## src/hdl/l2pmmu_defs.svh

```systemverilog
`ifndef L2PMMU_DEFS_SVH
`define L2PMMU_DEFS_SVH

// internal i/o offsets of the translation registers
`define L2P_OFS_UPPER_COMMON_BASE 8'h38
`define L2P_OFS_BANK_BASE 8'h39
`define L2P_OFS_AREA_BOUNDARIES 8'h3a
// field positions inside area_boundaries
`define L2P_UCS_MSB 7
`define L2P_UCS_LSB 4
`define L2P_BKS_MSB 3
`define L2P_BKS_LSB 0
// reset values
`define L2P_RST_AREA_BOUNDARIES 8'hf0
`define L2P_RST_BASE 8'h00
// page size in address bits (4 KB pages)
`define L2P_PAGE_BITS 12

`endif

```

## src/hdl/l2pmmu_pkg.sv

```systemverilog
package l2pmmu_pkg;
  // kind of bus cycle issued by the cpu core
  typedef enum logic [1:0] {
    L2P_CYC_IDLE,
    L2P_CYC_MEM,
    L2P_CYC_IO,
    L2P_CYC_DMA
  } l2p_cyc_e;

  // logical request from the core
  typedef struct packed {
    l2p_cyc_e cyc;
    logic [15:0] addr;
    logic [19:0] dma_addr;
  } l2p_req_s;

  // internal i/o register access
  typedef struct packed {
    logic wr;
    logic rd;
    logic [15:0] addr;
    logic [7:0] wdata;
  } l2p_io_s;

  // physical side of the bus
  typedef struct packed {
    logic valid;
    logic is_io;
    logic [19:0] addr;
  } l2p_phys_s;

  typedef enum logic [1:0] {
    L2P_AREA_LOW,
    L2P_AREA_BANK,
    L2P_AREA_HIGH
  } l2p_area_e;
endpackage

```

## src/hdl/l2pmmu_xlate.sv

```systemverilog
`timescale 1ns/100ps
`include "l2pmmu_defs.svh"

// combinational area classifier and base adder
module l2pmmu_xlate (
  input wire logic [15:0] laddr_in, // logical address
  input wire logic [7:0] bounds_in, // area boundaries register
  input wire logic [7:0] ucbase_in, // upper common base
  input wire logic [7:0] bkbase_in, // bank base
  output l2pmmu_pkg::l2p_area_e area_out, // classified area
  output logic [19:0] paddr_out // physical address
);
  import l2pmmu_pkg::*;

  logic [3:0] page;
  logic [7:0] base;
  logic [7:0] frame;

  // compare page against the boundaries, pick base, add
  always_comb begin
    page = laddr_in[15:12];
    if (page >= bounds_in[`L2P_UCS_MSB:`L2P_UCS_LSB]) begin
      area_out = L2P_AREA_HIGH;
      base = ucbase_in;
    end else if (page >= bounds_in[`L2P_BKS_MSB:`L2P_BKS_LSB]) begin
      area_out = L2P_AREA_BANK;
      base = bkbase_in;
    end else begin
      area_out = L2P_AREA_LOW;
      base = 8'h00;
    end
    // 8-bit frame wraps inside 1 MB
    frame = base + {4'h0, page};
    paddr_out = {frame, laddr_in[11:0]};
  end
endmodule

```

## src/hdl/l2pmmu_top.sv

```systemverilog
// Contract
// - memory cycles map a 16-bit logical address onto a 20-bit physical address.
// - logical space is split into lower common, bank and upper common on 4 KB pages.
// - the upper nibble of area_boundaries is the first page of upper common and ends bank.
// - the lower nibble of area_boundaries is the first page of bank and ends lower common.
// - the area's base is added to logical bits 15:12 to form the physical address.
// - upper common accesses use upper_common_base.
// - lower common accesses use a fixed base of zero.
// - only cpu memory cycles (L2P_CYC_MEM) are translated.
// - i/o cycles pass the 16-bit address with bits 19:16 low.
// - dma cycles drive the dma channel's 20-bit address directly.
// - reset gives upper start all ones, bank start zero and both bases zero.
// - a register write affects translation from the very next bus cycle.
// - translation adds no bus cycles.
`timescale 1ns/100ps
`include "l2pmmu_defs.svh"

module l2pmmu_top (
  input wire logic clk_sys_in, // cpu clock
  input wire logic sys_rst_in, // async reset, high
  input wire logic clk_en_in, // freezes all state when low
  input l2pmmu_pkg::l2p_req_s req_in, // logical cycle from core
  input l2pmmu_pkg::l2p_io_s io_in, // internal i/o access
  output l2pmmu_pkg::l2p_phys_s phys_out, // registered physical cycle
  output logic [7:0] rdata_out, // registered read data
  output logic rvalid_out // read data strobe
);
  import l2pmmu_pkg::*;

  ////////////////////////////////////////////////////////////////
  // state
  typedef struct packed {
    logic [7:0] bounds;
    logic [7:0] ucbase;
    logic [7:0] bkbase;
    l2p_phys_s phys;
    logic [7:0] rdata;
    logic rvalid;
  } l2p_state_s;

  l2p_state_s st_r;
  l2p_state_s st_nxt;
  l2p_area_e area;
  logic [19:0] mem_paddr;
  logic io_hit;

  ////////////////////////////////////////////////////////////////
  // translation uses the live registers, so a write is seen next cycle
  l2pmmu_xlate l2pmmu_xlate_inst (
    .laddr_in(req_in.addr),
    .bounds_in(st_r.bounds),
    .ucbase_in(st_r.ucbase),
    .bkbase_in(st_r.bkbase),
    .area_out(area),
    .paddr_out(mem_paddr)
  );

  // on-chip registers only answer with a zero high byte
  assign io_hit = (io_in.addr[15:8] == 8'h00);

  ////////////////////////////////////////////////////////////////
  // next state
  always_comb begin
    st_nxt = st_r;
    st_nxt.rvalid = 1'b0;
    // register writes
    // writes to unmapped low offsets are dropped without trace
    if (io_in.wr && io_hit) begin
      case (io_in.addr[7:0])
        `L2P_OFS_UPPER_COMMON_BASE: begin
          st_nxt.ucbase = io_in.wdata;
        end
        `L2P_OFS_BANK_BASE: begin
          st_nxt.bkbase = io_in.wdata;
        end
        `L2P_OFS_AREA_BOUNDARIES: begin
          st_nxt.bounds = io_in.wdata;
        end
        default: begin
        end
      endcase
    end
    // register reads; other offsets return zero
    // a read in the cycle of a write still returns the old value
    if (io_in.rd && io_hit) begin
      st_nxt.rvalid = 1'b1;
      case (io_in.addr[7:0])
        `L2P_OFS_UPPER_COMMON_BASE: begin
          st_nxt.rdata = st_r.ucbase;
        end
        `L2P_OFS_BANK_BASE: begin
          st_nxt.rdata = st_r.bkbase;
        end
        `L2P_OFS_AREA_BOUNDARIES: begin
          st_nxt.rdata = st_r.bounds;
        end
        default: begin
          st_nxt.rdata = 8'h00;
        end
      endcase
    end
    // physical cycle, one register stage, no extra bus cycles
    st_nxt.phys.valid = (req_in.cyc != L2P_CYC_IDLE);
    st_nxt.phys.is_io = 1'b0;
    case (req_in.cyc)
      L2P_CYC_MEM: begin
        st_nxt.phys.addr = mem_paddr;
      end
      L2P_CYC_IO: begin
        st_nxt.phys.is_io = 1'b1;
        st_nxt.phys.addr = {4'h0, req_in.addr};
      end
      L2P_CYC_DMA: begin
        st_nxt.phys.addr = req_in.dma_addr;
      end
      // idle: hold the last address rather than drive a guess
      default: begin
        st_nxt.phys.addr = st_r.phys.addr;
      end
    endcase
  end

  ////////////////////////////////////////////////////////////////
  // registers
  always_ff @(posedge clk_sys_in or posedge sys_rst_in) begin
    if (sys_rst_in) begin
      st_r <= '0;
      st_r.bounds <= `L2P_RST_AREA_BOUNDARIES;
      st_r.ucbase <= `L2P_RST_BASE;
      st_r.bkbase <= `L2P_RST_BASE;
    end else if (clk_en_in) begin
      st_r <= st_nxt;
    end
  end

  assign phys_out = st_r.phys;
  assign rdata_out = st_r.rdata;
  assign rvalid_out = st_r.rvalid;
endmodule

```

## config.mk

```make
export PLATFORM = sky130hd
export DESIGN_NAME = l2pmmu_top
export DESIGN_NICKNAME = d
export VERILOG_FILES = /design/src/hdl/l2pmmu_pkg.sv /design/src/hdl/l2pmmu_xlate.sv /design/src/hdl/l2pmmu_top.sv
export VERILOG_INCLUDE_DIRS = /design/src /design/src/hdl
export SDC_FILE = /design/constraint.sdc
export NUM_CORES = 1
export LEC_CHECK = 0
export BUFFER_PORTS_ARGS = -buffer_cell sky130_fd_sc_hd__buf_2
export CORE_ASPECT_RATIO = 0.7
export CORE_MARGIN = 10
export CORE_UTILIZATION = 50
export CTS_CLUSTER_SIZE = 16
export DETAILED_ROUTE_END_ITERATION = 8
export GPL_ROUTABILITY_DRIVEN = 0
export PLACE_DENSITY = 0.83
export SLEW_MARGIN = 20
export SYNTH_ARGS = -nofsm -noshare
export SYNTH_HDL_FRONTEND = slang
export SYNTH_HIERARCHICAL = 1
export SYNTH_SLANG_ARGS = --single-unit
```

## constraint.sdc

```tcl
create_clock -name clk_sys_in -period 4.52 [get_ports clk_sys_in]
set_input_delay 0.904 -clock clk_sys_in [delete_from_list [all_inputs] [get_ports clk_sys_in]]
set_output_delay 0.904 -clock clk_sys_in [all_outputs]
set_load 0.02 [all_outputs]
```

==> impl_metrics.py, run 1 <==
metrics = {
    "timing": {
        "worst_pin_slew_ns": 0.918,
        "timing.final.crit_share_pct": 85.7,
        "setup_violations": 0,
        "fin_tns_setup_ns": 0,
        "rsz0062_at_grt": "false",
        "fmax_mhz": 258,
        "period_needed_ns": 3.87,
        "fin_hold_ws_ns": 0.501,
        "finalHoldViolCount": 0,
        "worst_slack_ns": 0.648,
        "fin_skew_ns": 0.00638,
        "drv_slew": 0,
        "slew_headroom_pct": 38.5,
    },
    "final_layout": {
        "nNetsFinal": 438,
        "stdcell_area_um2": 3860,
        "diodes": 0,
        "fin_cells": 453,
        "drive_gt1_share_pct": 46.5,
        "area_delta_synth_final_pct": 9.91,
    },
    "synthesis": {
        "syn_avg_cell_area_um2": 11.3,
        "synth_flop_cell": "dfrtp_1",
        "yosys-top-cells-count": "dfrtp_1, buf_4, a22o_1",
        "yosysTopAreaCellShare_pct": 36.4,
        "yosys.area.top_type": "dfrtp_1",
        "synth_area_um2": 3510,
        "synth_most_common_cell": "dfrtp_1",
        "ys_ff_latch": 55,
        "seq_area_frac_synth_pct": 39.4,
        "synth-edff-count": 0,
        "synthDistinctLibCells": 45,
        "synthTopCellsByArea": "dfrtp_1, mux2_2, a22o_1",
        "syn_nets": 390,
        "yosysWarnings": 6,
        "netlist_instances": 310,
        "synthArstFlopShare_pct": 100,
    },
    "grt": {
        "overflow": 0,
        "gr-usage-all-layers_pct": 15.8,
        "grt_max_degree": 56,
        "antenna_found_initial": 0,
        "grt_pass1_vias": 2745,
        "grt_pass1_wl_um": 14100,
    },
    "clocking": {
        "cts_buffer_depth": 2,
        "cts_tree": "built",
        "cts_made_buffers": 5,
        "htreeDepth": 2,
        "ctsHoldBuffers": 0,
        "post-cts-setup-buffers": 0,
        "clkSinkCount": 55,
        "clkTransAtPathRegs_ns": 0.09,
        "clk_latency_ns": 0.31,
        "cts_root_buffer": "clkbuf_8",
        "cts_resized": 0,
    },
    "job": {
        "drv_cap": 0,
    },
    "outcome": {
        "status": "completed",
    },
    "detailed_routing": {
        "detail-route-antenna-nets": 0,
        "drt-total-wl_um": 8610,
        "post_drt_wl_per_cell_um": 19.0,
        "vias_per_cell": 5.52,
        "num_vias": 2499,
        "firstDrtPassIters": 4,
        "drc_errors": 0,
        "first_iter_violations": 156,
    },
    "power": {
        "cellPowerDensity_nw_per_um2": 273,
        "p_leak_uw": 0.00193,
        "comb_power_share_pct": 19.0,
        "clock_power_share_pct": 30.8,
        "switching_share_pct": 27.1,
        "p_int_uw": 766,
        "ir_worst_vdd_v": 0.000156,
        "seqPwrFrac_pct": 50.2,
        "p_switching_uw": 285,
    },
    "critical_path": {
        "arrival_ns": 4.07,
        "crit_chain": "buf_2 > inv_1 > ha_1 > nand2b_4 > a2111o_1 > a211oi_4 > a22o_2 > ha_1 > a21oi_1 > nor2b_1 > o21a_1 > nor2_1 > nor2_1 > o22a_1 > mux2i_1 > o21ai_0",
        "required_ns": 4.72,
        "slowest_delay_ns": 0.46,
        "crit_path_start_kind": "primary input",
        "worstPathMaxFanout": 8,
        "critPathCaptureType": "flip-flop",
        "crit_type": "primary input to flip-flop",
        "cp_slowest_cell": "a2111o_1",
    },
    "placed_design": {
        "dpl.hpwl_um": 6650,
        "place_area_um2": 3750,
        "place_inst": 445,
        "io_buffers": 97,
        "pre_cts_slack_ns": 0.333,
    },
    "floorplanning": {
        "ioPinCount": 98,
        "die_w_um": 120,
        "start_util_pct": 51.7,
        "die_area_um2": 10800,
        "core_um2": 6790,
        "rows": 25,
        "die_y_um": 90.1,
    },
    "hold_path": {
        "holdCritPathClass": "flip-flop to flip-flop",
    },
}
layout make-up:
cell class | instances | area, µm²
clock buffer | 7 | 76.3
inverter | 12 | 47.5
multi-input combinational | 186 | 1710
clock inverter | 1 | 30.0
tap | 94 | 118
timing repair buffer | 98 | 493
sequential | 55 | 1380
fill | 612 | 2930
layout by cell type, fill, tap and decap left out, drive strengths merged:
master / netlist / routed
a2111o: 1 / 1
a2111oi: 2 / 2
a211oi: 2 / 2
a21o: 1 / 1
a21oi: 3 / 3
a22o: 44 / 44
a22oi: 2 / 2
a32oi: 1 / 1
and2: 2 / 2
and4b: 1 / 1
buf: 47 / 98
bufinv: 0 / 1
clkbuf: 10 / 7
dfrtp: 51 / 51
dfstp: 4 / 4
fa: 1 / 1
ha: 12 / 12
inv: 12 / 12
mux2: 41 / 41
mux2i: 12 / 12
nand2: 15 / 15
nand2b: 3 / 3
nand3: 1 / 1
nand4: 2 / 2
nor2: 6 / 6
nor2b: 3 / 3
nor3: 2 / 2
nor4: 4 / 4
nor4b: 1 / 1
o21a: 2 / 2
o21ai: 16 / 16
o22a: 1 / 1
o2bb2ai: 1 / 1
xnor2: 2 / 2
xor2: 2 / 2
layer usage:
| metal | GRT usage (%) | part of all wire, % |
|---|---|---|
| met1 | 19.3 | 43 |
| met2 | 26.2 | 49 |
| met3 | 4.81 | 6.0 |
| met4 | 4.21 | 1.5 |
| met5 | 0 | 0 |
per-stage QoR:
stage / power (µW) / utilization (%)
5_1_grt: 1100 / 56.8
3_3_place_gp: 730 / 55.2
6_report: 1050 / 56.8
4_1_cts: 1060 / 56.8
2_1_floorplan: 698 / -
3_5_place_dp: 737 / 55.2
state kept, by name (all words and copies together), names as in the netlist:
name / flops
phys_out: 22
rvalid_out: 1
st_r: 24
rdata_out: 8
power groups by stage:
stage          combinational, µW  sequential [µW]  clock [µW]
2_1_floorplan                164              534           0
3_3_place_gp                 194              536           0
3_5_place_dp                 200              536           0
4_1_cts                      201              527         328
5_1_grt                      217              531         348
6_report                     199              528         324
worst max-delay path: cells and delay by family:
family / cells / cell delay [ns]
compound gates: 7 / 1.80
fa+ha+maj: 2 / 0.53
buf+inv: 2 / 0.20
mux: 1 / 0.16
simple gates: 4 / 0.48
kinds of logic (layout without fill, tap and decap cells):
family | count (synthesis) | in the layout | share of synthesized area [%]
multiplexers | 53 | 53 | 16.6
flip-flops | 55 | 55 | 39.4
adder cells (fa/ha/maj) | 13 | 13 | 4.85
XOR/XNOR | 4 | 4 | 0.999
AO/OA/AOI/OAI | 76 | 76 | 18.1
buffers and inverters | 69 | 118 | 11.9
AND/OR/NAND/NOR | 40 | 40 | 8.17
final timing paths:
path | from | endpoint | slack (ns) | depth (start not counted)
worst max-delay path | req_in[32] | phys_out[17] | 0.65 | 16
worst min-delay path | phys_out[17] | phys_out[17] | 0.50 | 2
worst max register to register | st_r[51] | phys_out[17] | 0.93 | 14
worst min register to register | phys_out[17] | phys_out[17] | 0.50 | 2
max in group asynchronous | sys_rst_in | st_r[34] | 3.36 | 2
min in group asynchronous | sys_rst_in | st_r[36] | 0.68 | 2
No activity file was read; power rests on OpenSTA's default activity.
==> run 2: changes to the inputs <==
--- a/config.mk
+++ b/config.mk
@@ -6,6 +6,7 @@
 export SDC_FILE = /design/constraint.sdc
 export NUM_CORES = 1
 export LEC_CHECK = 0
+export ABC_AREA = 1
 export BUFFER_PORTS_ARGS = -buffer_cell sky130_fd_sc_hd__buf_2
 export CORE_ASPECT_RATIO = 0.7
 export CORE_MARGIN = 10
@@ -13,7 +14,7 @@
 export CTS_CLUSTER_SIZE = 16
 export DETAILED_ROUTE_END_ITERATION = 8
 export GPL_ROUTABILITY_DRIVEN = 0
-export PLACE_DENSITY = 0.83
+export PLACE_DENSITY = 0.82
 export SLEW_MARGIN = 20
 export SYNTH_ARGS = -nofsm -noshare
 export SYNTH_HDL_FRONTEND = slang
==> impl_metrics.py, run 2 <==
metrics = {
    "timing": {
        "timing.final.crit_share_pct": 71.9,
        "rsz0062_at_grt": "false",
        "fin_skew_ns": 0.0128,
        "fmax_mhz": 308,
        "worst_pin_slew_ns": 0.783,
        "period_needed_ns": 3.25,
        "setup_violations": 0,
        "drv_slew": 0,
        "finalHoldViolCount": 0,
        "fin_tns_setup_ns": 0,
        "slew_headroom_pct": 47.6,
    },
    "detailed_routing": {
        "post_drt_wl_per_cell_um": 16.0,
        "num_vias": 3323,
        "detail-route-antenna-nets": 0,
        "vias_per_cell": 5.35,
        "drc_errors": 0,
        "firstDrtPassIters": 5,
        "drt-total-wl_um": 9910,
        "first_iter_violations": 313,
    },
    "synthesis": {
        "synthTopCellsByArea": "dfrtp_1, nand2_1, nand3_1",
        "synth-edff-count": 0,
        "synth_area_um2": 3720,
        "ys_ff_latch": 55,
        "syn_nets": 552,
        "synthArstFlopShare_pct": 100,
        "yosysWarnings": 6,
        "seq_area_frac_synth_pct": 37.2,
        "yosys.area.top_type": "dfrtp_1",
        "synthDistinctLibCells": 34,
        "synth_most_common_cell": "nand2_1",
        "syn_avg_cell_area_um2": 7.88,
        "synth_flop_cell": "dfrtp_1",
        "yosys-top-cells-count": "nand2_1, nand3_1, dfrtp_1",
        "yosysTopAreaCellShare_pct": 34.3,
        "netlist_instances": 472,
    },
    "final_layout": {
        "most-common-layout-cells": "nand2_1, buf_2, nand3_1",
        "final-seq-area_um2": 1380,
        "final_common_cell": "nand2_1",
        "drive_gt1_share_pct": 29.8,
        "area_delta_synth_final_pct": 9.36,
        "regMostFlops": "st_r",
        "nNetsFinal": 602,
        "largest_reg_flops": 24,
        "n_fill_cell": 678,
        "multiInputGateArea_um2": 1820,
        "diodes": 0,
    },
    "grt": {
        "grt_pass1_wl_um": 16100,
        "gr-usage-all-layers_pct": 17.4,
        "grt_pass1_vias": 3307,
        "overflow": 0,
        "grt_max_degree": 56,
        "antenna_found_initial": 0,
    },
    "placed_design": {
        "io_buffers": 97,
        "dpl.hpwl_um": 7780,
    },
    "critical_path": {
        "arrival_ns": 3.45,
        "critPathCaptureType": "flip-flop",
        "required_ns": 4.72,
        "worstPathMaxFanout": 5,
        "crit_type": "primary input to flip-flop",
        "crit_path_start_kind": "primary input",
    },
    "power": {
        "clock_power_share_pct": 30.6,
        "seqPwrFrac_pct": 49.0,
        "p_total_uw": 1080,
        "cellPowerDensity_nw_per_um2": 267,
        "ir_worst_vdd_v": 0.000130,
        "switching_share_pct": 29.4,
        "p_switching_uw": 319,
        "p_int_uw": 766,
        "p_leak_uw": 0.00208,
        "comb_power_share_pct": 20.4,
    },
    "floorplanning": {
        "core_um2": 7250,
        "die_y_um": 92.1,
        "ioPinCount": 98,
        "die_w_um": 123,
        "start_util_pct": 51.2,
        "rows": 26,
        "die_area_um2": 11300,
    },
    "clocking": {
        "cts_resized": 0,
        "post-cts-setup-buffers": 0,
        "cts_buffer_depth": 2,
        "ctsHoldBuffers": 0,
        "clkTransAtPathRegs_ns": 0.11,
        "cts_tree": "built",
        "clkSinkCount": 55,
        "htreeDepth": 2,
        "cts_root_buffer": "clkbuf_8",
        "clk_latency_ns": 0.31,
        "cts_made_buffers": 5,
    },
    "job": {
        "drv_cap": 0,
    },
    "outcome": {
        "status": "completed",
    },
    "hold_path": {
        "holdCritPathClass": "flip-flop to flip-flop",
    },
}
==> run 2: area by class of cell <==
class | count | share of cell area [%]
multi-input combinational | 329 | 44.8
tap | 98 | 3.02
inverter | 31 | 2.99
timing repair buffer | 100 | 12.5
clock inverter | 2 | 0.954
sequential | 55 | 34.0
clock buffer | 6 | 1.79
==> run 2: layer usage <==
metal | track usage, % | vias up | part of all wire (%)
met5 | 0 | - | 0
met4 | 5.13 | 0 | 1.2
met3 | 5.82 | 14 | 10
met2 | 28.1 | 143 | 48
met1 | 21.4 | 1553 | 40
li1 | - | 1613 | -
==> run 2: critical path, cell delays in order <==
cell and delay [ns]:
buf_2 0.13, ha_1 0.33, a21oi_1 0.15, nand3_1 0.20
nand2_4 0.15, inv_6 0.05, a22o_2 0.21, ha_1 0.21
fa_1 0.40, a31oi_1 0.23, nor2_1 0.10, nand4_1 0.07
nand2_1 0.06, a21oi_1 0.15, a21oi_1 0.08
==> run 2: logic make-up after synthesis <==
group	Yosys count	synth area share (%)
simple gates	275	33.6
compound gates	37	9.83
xor+xnor	4	0.943
buf+inv	88	13.9
flops	55	37.2
fa+ha+maj	13	4.58
==> run 2: power by group through the flow <==
stage          sequential (µW)  clock, µW  combinational [µW]
3_3_place_gp               540          0                 217
6_report                   532        332                 222
4_1_cts                    532        339                 224
2_1_floorplan              538          0                 186
3_5_place_dp               541          0                 224
5_1_grt                    535        357                 243
==> run 2: metrics by stage <==
step                setup slack, ns  std cells  instance area, µm²  utilization [%]  hold WS (ns)
floorplan                      1.36        472                3720                -         0.450
global placement               1.10        613                3950             54.5         0.461
detailed placement            0.961        613                3950             54.5         0.464
CTS                            1.29        621                4070             56.0         0.494
global route                   1.08        621                4070             56.0         0.517
finish                         1.27        621                4070             56.0         0.489
==> run 2: worst paths after layout <==
| path | start | endpoint | slack (ns) | cells past startpoint |
|---|---|---|---|---|
| worst max-delay path | req_in[35] | phys_out[18] | 1.27 | 15 |
| worst min-delay path | rdata_out[6] | rdata_out[6] | 0.49 | 2 |
| worst max register to register | st_r[54] | phys_out[18] | 1.42 | 13 |
| worst min register to register | rdata_out[6] | rdata_out[6] | 0.49 | 2 |
| max in group asynchronous | sys_rst_in | rvalid_out | 3.29 | 3 |
| min in group asynchronous | sys_rst_in | phys_out[3] | 0.77 | 3 |
